[src/inc/pin_select_pkg.sv]
/*
  Package for the bus pin function select block: register offset, field
  positions, reset values and encodings.
  Assumes a 32-bit classic Wishbone slave with byte addresses.
*/
package pin_select_pkg;
  localparam logic [31:0] sel_reg_addr = 32'he002c014;
  localparam logic [31:0] writable_mask = 32'h0ff3e93c;
  localparam int bit_debug = 2;
  localparam int bit_trace = 3;
  localparam int bus_lo = 4;
  localparam int bit_we = 8;
  localparam int bit_cs1 = 11;
  localparam int bit_clkout = 13;
  localparam int cs2_lo = 14;
  localparam int cs3_lo = 16;
  localparam int bit_p2_hi_res = 20;
  localparam int bit_analog_input_four = 21;
  localparam int bit_analog_input_five = 22;
  localparam int bit_addr0 = 23;
  localparam int bit_addr1 = 24;
  localparam int addr_cnt_lo = 25;
  localparam logic [31:0] reset_base = 32'h00600000;
  localparam logic [1:0] bus_port_only = 2'h3;
  localparam logic [1:0] bus_wide = 2'h2;
  localparam logic [1:0] bus_half = 2'h1;
  localparam logic [1:0] cs_enabled = 2'h1;
  localparam logic [1:0] boot_zero = 2'h0;
  localparam logic [1:0] boot_ones = 2'h3;
  localparam logic [2:0] addr_cnt_none = 3'h0;
  localparam logic [2:0] addr_cnt_full = 3'h7;
  localparam int addr_lines = 24;
  localparam int addr_groups = 7;
  // Highest address line enabled for field values 1..7
  localparam logic [4:0] addr_top [addr_groups] =
    '{5'h03, 5'h05, 5'h07, 5'h0b, 5'h0f, 5'h13, 5'h17};
endpackage

[src/design/addr_line_decode.sv]
/*
  Decodes the address-count field into one enable per address line 23..0.
  Assumes lines 0 and 1 are handled elsewhere; their outputs stay low.
*/
`timescale 1ns/1ps
module addr_line_decode
(
  // Field in
  input wire logic [2:0] count_i,
  // Per-line enables
  output logic [pin_select_pkg::addr_lines-1:0] enable_o
);
  genvar g;
  generate
    for (g = 0; g < pin_select_pkg::addr_lines; g++)
    begin : g_line
      always_comb
      begin
        enable_o[g] = 1'b0;
        if (g >= 2 && count_i != pin_select_pkg::addr_cnt_none)
          enable_o[g] = (5'(g) <= pin_select_pkg::addr_top[count_i - 3'h1]);
      end
    end
  endgenerate
endmodule // addr_line_decode

[src/design/bus_pin_function_select.sv]
/*
  Bus pin function select register and its pin routing decode.
  Assumes a classic Wishbone master on clk_i, and boot_mode_pins_i from
  package pins (synchronised here). Direction bits come from a GPIO block.
*/
// Function
// - Port direction bit applies only to pins in general-purpose function.
// - Bit 3 routes port 1 pins 25..16 to the trace port.
// - Bus field 5:4 enables data lanes, strobes and byte lanes by width.
// - Bit 8 selects port pin 3.27 or the write-enable strobe.
// - Bit 11 selects port pin 3.26 or chip select one.
// - Bits 15:14 select pin 3.25 or chip select two; 1x reserved.
// - Bits 17:16 select pin 3.24 or chip select three; 1x reserved.
// - Bit 13 picks clock output on pin 3.23 unless address count is 111.
// - Outside 32-bit bus, bits 20..22 pick reserved or analog inputs four, five.
// - Bit 23 selects address line 0; resets 1 only when boot pins are 00.
// - Bit 24 selects address line 1; resets to upper boot pin.
// - Bits 27:25 set how many upper address lines are enabled.
// - Address count resets 000 for boot pins 11, else 111.
`timescale 1ns/1ps
module bus_pin_function_select
(
  // Clock and reset
  input wire logic clk_i,
  input wire logic rst_i,
  // Wishbone slave
  input wire logic cyc_i,
  input wire logic stb_i,
  input wire logic we_i,
  input wire logic [31:0] adr_i,
  input wire logic [3:0] sel_i,
  input wire logic [31:0] dat_i,
  output logic [31:0] dat_o,
  output logic ack_o,
  output logic err_o,
  // Boot straps
  input wire logic [1:0] boot_mode_pins_i,
  // Direction from the port direction register, per pin
  input wire logic [31:0] port_direction_register_p1_i,
  input wire logic [31:0] port_direction_register_p2_i,
  input wire logic [31:0] port_direction_register_p3_i,
  // Function selected, 1 = alternate function
  output logic debug_port_en_o,
  output logic trace_port_en_o,
  output logic [31:0] data_lane_en_o,
  output logic chip_select_zero_en_o,
  output logic output_enable_en_o,
  output logic byte_lane_zero_en_o,
  output logic byte_lane_one_en_o,
  output logic byte_lane_two_en_o,
  output logic byte_lane_three_en_o,
  output logic write_enable_en_o,
  output logic chip_select_one_en_o,
  output logic chip_select_two_en_o,
  output logic chip_select_three_en_o,
  output logic clock_output_pin_en_o,
  output logic p2_hi_reserved_en_o,
  output logic analog_input_four_en_o,
  output logic analog_input_five_en_o,
  output logic [23:0] upper_address_lines_en_o,
  // Effective direction seen by the pads, 1 = output
  output logic [31:0] p1_dir_o,
  output logic [31:0] p2_dir_o,
  output logic [31:0] p3_dir_o
);
  typedef struct packed
  {
    logic [1:0] boot_meta;
    logic [1:0] boot_sync;
    logic strap_done;
    logic [31:0] sel_reg;
    logic [31:0] dat;
    logic ack;
    logic err;
    logic debug_en;
    logic trace_en;
    logic [31:0] data_en;
    logic cs0_en;
    logic oe_en;
    logic [3:0] bls_en;
    logic we_en;
    logic cs1_en;
    logic cs2_en;
    logic cs3_en;
    logic clk_en;
    logic p2res_en;
    logic analog_input_four_en;
    logic analog_input_five_en;
    logic [23:0] addr_en;
    logic [31:0] p1_dir;
    logic [31:0] p2_dir;
    logic [31:0] p3_dir;
  } state_s;

  state_s cur;
  state_s next_cur;
  logic [23:0] addr_dec;
  logic [31:0] p1_alt;
  logic [31:0] p2_alt;
  logic [31:0] p3_alt;
  logic [31:0] p1_auto;
  logic [31:0] p2_auto;
  logic [31:0] p3_auto;
  logic [31:0] wmask;
  logic [1:0] bus;
  logic hit;
  logic [31:0] r;
  logic lane_low;
  logic lane_mid;
  logic lane_high;
  logic strap_addr0;
  logic strap_addr1;
  logic [2:0] strap_cnt;
  logic [31:0] p1_eff;
  logic [31:0] p2_eff;
  logic [31:0] p3_eff;

  addr_line_decode u_addr_decode
  (
    .count_i(cur.sel_reg[pin_select_pkg::addr_cnt_lo +: 3]),
    .enable_o(addr_dec)
  );

  assign r = cur.sel_reg;
  assign bus = r[pin_select_pkg::bus_lo +: 2];
  assign hit = adr_i[31:2] == pin_select_pkg::sel_reg_addr[31:2];
  // One mask byte per lane; a disabled lane keeps its old bits
  genvar l;
  generate
    for (l = 0; l < 4; l++)
    begin : g_lane
      assign wmask[8*l +: 8] = {8{sel_i[l]}} & pin_select_pkg::writable_mask[8*l +: 8];
    end
  endgenerate

  // Alternate-function direction: memory strobes and address are outputs,
  // data lanes follow the memory side, modelled as input when idle.
  always_comb
  begin
    p1_alt = 32'h0;
    p2_alt = 32'h0;
    p3_alt = 32'h0;
    p1_auto = 32'h0;
    p2_auto = 32'h0;
    p3_auto = 32'h0;
    p1_alt[31:26] = {6{cur.debug_en}};
    p1_alt[25:16] = {10{cur.trace_en}};
    p1_auto[25:16] = {10{cur.trace_en}};
    p1_alt[0] = cur.cs0_en;
    p1_auto[0] = cur.cs0_en;
    p1_alt[1] = cur.oe_en;
    p1_auto[1] = cur.oe_en;
    p2_alt = cur.data_en;
    p2_alt[29:28] = cur.data_en[29:28] | {2{cur.p2res_en}};
    p2_alt[30] = cur.data_en[30] | cur.analog_input_four_en;
    p2_alt[31] = cur.data_en[31] | cur.analog_input_five_en;
    p3_alt[31] = cur.bls_en[0];
    p3_alt[30] = cur.bls_en[1];
    p3_alt[29] = cur.bls_en[2];
    p3_alt[28] = cur.bls_en[3];
    p3_alt[27] = cur.we_en;
    p3_alt[26] = cur.cs1_en;
    p3_alt[25] = cur.cs2_en;
    p3_alt[24] = cur.cs3_en;
    p3_alt[23:0] = cur.addr_en;
    p3_alt[23] = cur.addr_en[23] | cur.clk_en;
    p3_auto[31:24] = p3_alt[31:24];
    p3_auto[23:0] = p3_alt[23:0];
  end

  // Width decode; 00 still gives the narrow bus
  always_comb
  begin
    case (bus)
      pin_select_pkg::bus_port_only:
      begin
        lane_low = 1'b0;
        lane_mid = 1'b0;
        lane_high = 1'b0;
      end
      pin_select_pkg::bus_wide:
      begin
        lane_low = 1'b1;
        lane_mid = 1'b1;
        lane_high = 1'b1;
      end
      pin_select_pkg::bus_half:
      begin
        lane_low = 1'b1;
        lane_mid = 1'b1;
        lane_high = 1'b0;
      end
      default:
      begin
        lane_low = 1'b1;
        lane_mid = 1'b0;
        lane_high = 1'b0;
      end
    endcase
  end

  // Straps come only from the second synchroniser stage
  always_comb
  begin
    case (cur.boot_sync)
      pin_select_pkg::boot_zero:
      begin
        strap_addr0 = 1'b1;
        strap_addr1 = 1'b0;
        strap_cnt = pin_select_pkg::addr_cnt_full;
      end
      pin_select_pkg::boot_ones:
      begin
        strap_addr0 = 1'b0;
        strap_addr1 = 1'b1;
        strap_cnt = pin_select_pkg::addr_cnt_none;
      end
      default:
      begin
        strap_addr0 = 1'b0;
        strap_addr1 = cur.boot_sync[1];
        strap_cnt = pin_select_pkg::addr_cnt_full;
      end
    endcase
  end

  // General-purpose pins take the port bit; alternate ones their own direction
  genvar b;
  generate
    for (b = 0; b < 32; b++)
    begin : g_dir
      always_comb
      begin
        p1_eff[b] = p1_alt[b] ? p1_auto[b] : port_direction_register_p1_i[b];
        p2_eff[b] = p2_alt[b] ? p2_auto[b] : port_direction_register_p2_i[b];
        p3_eff[b] = p3_alt[b] ? p3_auto[b] : port_direction_register_p3_i[b];
      end
    end
  endgenerate

  always_comb
  begin
    next_cur = cur;
    next_cur.boot_meta = boot_mode_pins_i;
    next_cur.boot_sync = cur.boot_meta;
    next_cur.ack = 1'b0;
    next_cur.err = 1'b0;
    if (!cur.strap_done)
    begin
      // Straps caught after release, once the synchroniser has filled
      next_cur.strap_done = 1'b1;
      next_cur.sel_reg[pin_select_pkg::bit_addr0] = strap_addr0;
      next_cur.sel_reg[pin_select_pkg::bit_addr1] = strap_addr1;
      next_cur.sel_reg[pin_select_pkg::addr_cnt_lo +: 3] = strap_cnt;
    end
    else if (cyc_i && stb_i && !cur.ack && !cur.err)
    begin
      if (hit)
      begin
        next_cur.ack = 1'b1;
        if (we_i)
          next_cur.sel_reg = (r & ~wmask) | (dat_i & wmask);
        next_cur.dat = r & pin_select_pkg::writable_mask;
      end
      else
      begin
        next_cur.err = 1'b1;
        next_cur.dat = 32'h0;
      end
    end
    // Function decode, one cycle behind the register
    next_cur.debug_en = r[pin_select_pkg::bit_debug];
    next_cur.trace_en = r[pin_select_pkg::bit_trace];
    next_cur.data_en = 32'h0;
    next_cur.data_en[7:0] = {8{lane_low}};
    next_cur.data_en[15:8] = {8{lane_mid}};
    next_cur.data_en[31:16] = {16{lane_high}};
    next_cur.cs0_en = lane_low;
    next_cur.oe_en = lane_low;
    next_cur.bls_en[0] = lane_low;
    next_cur.bls_en[1] = lane_mid;
    next_cur.bls_en[3:2] = {2{lane_high}};
    next_cur.we_en = r[pin_select_pkg::bit_we];
    next_cur.cs1_en = r[pin_select_pkg::bit_cs1];
    // Reserved codes 1x leave the pin as a port pin
    next_cur.cs2_en = r[pin_select_pkg::cs2_lo +: 2] == pin_select_pkg::cs_enabled;
    next_cur.cs3_en = r[pin_select_pkg::cs3_lo +: 2] == pin_select_pkg::cs_enabled;
    next_cur.clk_en = r[pin_select_pkg::bit_clkout] &&
      r[pin_select_pkg::addr_cnt_lo +: 3] != pin_select_pkg::addr_cnt_full;
    next_cur.p2res_en = bus != pin_select_pkg::bus_wide && r[pin_select_pkg::bit_p2_hi_res];
    next_cur.analog_input_four_en = bus != pin_select_pkg::bus_wide && r[pin_select_pkg::bit_analog_input_four];
    next_cur.analog_input_five_en = bus != pin_select_pkg::bus_wide && r[pin_select_pkg::bit_analog_input_five];
    next_cur.addr_en = addr_dec;
    next_cur.addr_en[0] = r[pin_select_pkg::bit_addr0];
    next_cur.addr_en[1] = r[pin_select_pkg::bit_addr1];
    // Port direction honoured only for general-purpose pins
    next_cur.p1_dir = p1_eff;
    next_cur.p2_dir = p2_eff;
    next_cur.p3_dir = p3_eff;
  end

  always_ff @(posedge clk_i)
  begin
    if (rst_i)
    begin
      cur <= '0;
      cur.sel_reg <= pin_select_pkg::reset_base;
      // Synchroniser runs through reset so the straps have settled at release
      cur.boot_meta <= next_cur.boot_meta;
      cur.boot_sync <= next_cur.boot_sync;
    end
    else
      cur <= next_cur;
  end

  assign dat_o = cur.dat;
  assign ack_o = cur.ack;
  assign err_o = cur.err;
  assign debug_port_en_o = cur.debug_en;
  assign trace_port_en_o = cur.trace_en;
  assign data_lane_en_o = cur.data_en;
  assign chip_select_zero_en_o = cur.cs0_en;
  assign output_enable_en_o = cur.oe_en;
  assign byte_lane_zero_en_o = cur.bls_en[0];
  assign byte_lane_one_en_o = cur.bls_en[1];
  assign byte_lane_two_en_o = cur.bls_en[2];
  assign byte_lane_three_en_o = cur.bls_en[3];
  assign write_enable_en_o = cur.we_en;
  assign chip_select_one_en_o = cur.cs1_en;
  assign chip_select_two_en_o = cur.cs2_en;
  assign chip_select_three_en_o = cur.cs3_en;
  assign clock_output_pin_en_o = cur.clk_en;
  assign p2_hi_reserved_en_o = cur.p2res_en;
  assign analog_input_four_en_o = cur.analog_input_four_en;
  assign analog_input_five_en_o = cur.analog_input_five_en;
  assign upper_address_lines_en_o = cur.addr_en;
  assign p1_dir_o = cur.p1_dir;
  assign p2_dir_o = cur.p2_dir;
  assign p3_dir_o = cur.p3_dir;
endmodule // bus_pin_function_select

[config.mk]
export PLATFORM = sky130hd
export DESIGN_NAME = bus_pin_function_select
export DESIGN_NICKNAME = d
export VERILOG_FILES = /design/src/inc/pin_select_pkg.sv /design/src/design/addr_line_decode.sv /design/src/design/bus_pin_function_select.sv
export SDC_FILE = /design/constraint.sdc
export NUM_CORES = 1
export LEC_CHECK = 0
export BUFFER_PORTS_ARGS = -buffer_cell sky130_fd_sc_hd__clkbuf_2
export CORE_AREA = 2 2 144 146
export DETAILED_ROUTE_END_ITERATION = 7
export DIE_AREA = 0 0 146 148
export HOLD_SLACK_MARGIN = 0.1
export PLACE_DENSITY = 0.69
export SETUP_SLACK_MARGIN = 0.15
export SLEW_MARGIN = 25
export SYNTH_ARGS = -nofsm -noshare
export SYNTH_HDL_FRONTEND = slang
export SYNTH_SLANG_ARGS = --single-unit
[constraint.sdc]
create_clock -name clk_i -period 1.8 [get_ports clk_i]
set_input_delay 0.36 -clock clk_i [delete_from_list [all_inputs] [get_ports clk_i]]
set_output_delay 0.36 -clock clk_i [all_outputs]
set_load 0.05 [all_outputs]
==> impl_metrics.tcl <==
set metrics [dict create \
    antenna_found_initial 0 \
    cpLargestDelayFamily "simple AND/OR/NAND/NOR gates" \
    p_leak_nw 4.26 \
    power_frac_seq_pct 44.4 \
    ys_warn_count 0 \
    start_kind "flip-flop" \
    cts_sinks 173 \
    h-tree-depth 4 \
    nFillCells 1979 \
    cts_tree "built" \
    critical-path-slowest-cell "or4_1" \
    pwr-share-clk_pct 38.4 \
    grt.total_usage_pct 16.2 \
    clk_latency_ns 0.42 \
    power.share.switching_pct 30.5 \
    synth_edf_count 0 \
    r2r-start "err_o" \
    io_pins 373 \
    cellPowerDensity_nw_per_um2 1040 \
    avgSynthCellArea_um2 9.23 \
    start_util_pct 36.0 \
    worstHoldStart "port_direction_register_p2_i[15]" \
    wl_per_cell_um 14.4 \
    synthToLayoutAreaGrowth_pct 23.3 \
    end_kind "flip-flop" \
    viasPerCell 4.44 \
    worst_ep_arrival_time_ns 1.92 \
    hold_path_end "p2_dir_o[15]" \
    synth_ff_type "dfxtp_1" \
    dp_slack_ns -0.0593 \
    rr_endpoint "r[27]" \
    pwr-share-comb_pct 17.2 \
    port_buffers 344 \
    drtPass1Iterations 4 \
    die_area_um2 21600 \
    switching_power_mw 2.81 \
    cts_root_buf "clkbuf_16" \
    post-route-util_pct 44.3 \
    syn-instance-count 781 \
    reg2reg_slack_ns 0.22 \
    clockBufferDepth 2 \
    setup_ws_ns 0.222 \
    hold_path_depth 2 \
    crit_path_max_fanout 7 \
    synth.cell_area_um2 7210 \
    netlist_top_cells_area "dfxtp_1 (48%), buf_4 (19%), nor2_1 (5.4%), and2_1 (3.2%), a21oi_1 (3.0%)" \
    design.core.area_um2 20000 \
    final_cell_area_um2 8890 \
    num_rows 52 \
    synth_top_area_share_pct 48.0 \
    fmax_mhz 634 \
    placed_area_um2 8100 \
    worst_clock_skew_ns 0.00916 \
    vdd_drop_max_v 0.000584 \
    ant_nets 0 \
    wirelength_um 18100 \
    maxCapViolCount 0 \
    period_needed_ns 1.58 \
    min_path_type "in -> reg" \
    synthArstFlopShare_pct 0 \
    holdWs_ns 0.135 \
    first_iter_violations 214 \
    fin_nets 1154 \
    synth.most_common_cell "buf_4" \
    worst-path-buf-inv 1 \
    fin_setup_tns_ns 0 \
    grt_setup_unrepaired "yes" \
    synth_commonest_cells "buf_4 (187), dfxtp_1 (173), nor2_1 (104)" \
    grt_pass1_wl_um 27500 \
    place.gp.congestion 0.840 \
    crit_chain "nor4bb_4, buf_4, nand2_4, or4_1, a31oi_1" \
    die_h_um 148 \
    grt_max_degree 44 \
    vias 5581 \
    clk_pin_slew_ns 0.07 \
    synth_cell_types 50 \
    max_stage_delay_ns 0.48 \
    synth-seq-area-share_pct 48.0 \
    antennaDiodeCount 0 \
    synth_seq_cells 173 \
    required_ns 2.15 \
    remaining_drc_errors 0 \
    overflow 0 \
    critPathKind "reg -> reg" \
    hpwl_um 14100 \
    die_w_um 146 \
    grt_pass1_vias 5279 \
    drive_above_1_share_pct 44.9 \
    setup_violations 0 \
    synth_area_leader_cell "dfxtp_1" \
    hold_viol 0 \
    p_int_mw 6.40 \
    seqCellArea_um2 3470 \
    cts_made_buffers 17 \
    ff2ff_path_depth 5 \
    run_status "finished, final reports clean" \
    fin_crit_sh_pct 87.7 \
    multi_input_area_um2 2300 \
    maxSlewViolCount 0 \
]
## repair_timing
item,CTS,global route
endpoints found under the setup margin,46,50
gates resized for setup,28,35
pin swaps,0,1
hold buffers,2,0
buffers inserted,0,2
endpoints found under the hold margin,2,0
## power groups by stage
| stage | Clock [mW] | Combinational [mW] | Sequential, mW |
|---|---|---|---|
| detailed placement | 0 | 1.55 | 4.18 |
| finish | 3.54 | 1.58 | 4.09 |
| global placement | 0 | 1.54 | 4.18 |
| floorplan | 0 | 1.33 | 4.17 |
| global route | 3.81 | 1.67 | 4.11 |
| CTS | 3.65 | 1.57 | 4.09 |
## state kept, by name, indices dropped and copies added (netlist names), 3 cells and up, named ones only
name,flops
cur,5
dat_o,19
data_lane_en_o,3
p1_dir_o,32
p2_dir_o,32
p3_dir_o,32
r,5
upper_address_lines_en_o,19
## layer usage
metal	up-vias	GRT usage (%)	wire length [um]
li1	2770	-	-
met1	2535	18.6	7220
met2	251	29.4	9390
met3	25	3.86	1150
met4	0	5.53	332
met5	-	0	0
## placed cells by master (no fill, tap or decap), types with 17 or more instances in the layout
cell type    n
a21oi_1     43
and2_1      37
buf_4       33
clkbuf_16   17
clkbuf_2   313
clkbuf_4    29
dfxtp_1    167
nand2_1     34
nand4_1     32
nor2_1     104
nor2b_1     24
## area by class of cell
class                   instances  share of cell area [%]
flip-flops and latches        173                    39.1
multi-input cells             386                    25.9
repair buffers                383                    24.3
clock buffers                  18                    4.83
well taps                     270                    3.80
clock inverters                14                    1.53
inverters                      12                   0.507
## through the flow
step / std cells / total power, mW
after detailed placement: 1220 / 5.73
final: 1256 / 9.20
after global placement: 1220 / 5.72
after floorplan: 793 / 5.49
after global routing: 1256 / 9.59
after CTS: 1254 / 9.31
## cell families (layout without fill, tap and decap cells)
family | after synthesis | after routing | share of synthesized area, %
AOI/OAI and AO/OA | 80 | 80 | 6.63
xor gates and xnor gates | 2 | 2 | 0.347
adders and majority gates | 11 | 11 | 1.87
buffers and inverters | 234 | 427 | 22.1
DFF | 173 | 173 | 48.0
muxes | 7 | 7 | 1.04
other | 1 | 13 | 0.0520
and+or+nand+nor | 273 | 273 | 19.9
## worst max-delay path by stage
stage	slack, ns	start	depth (start not counted)	end
6_report	0.22	err_o	5	r[27]
5_1_grt	0.11	err_o	5	r[27]
4_1_cts	0.16	data_lane_en_o[7]	1	data_lane_en_o[6]
3_5_place_dp	-0.06	stb_i	6	r[27]
3_3_place_gp	-0.01	adr_i[7]	5	r[25]
2_1_floorplan	0.16	r[26]	5	upper_address_lines_en_o[13]
Note: power is estimated with default switching activity, not from simulation.
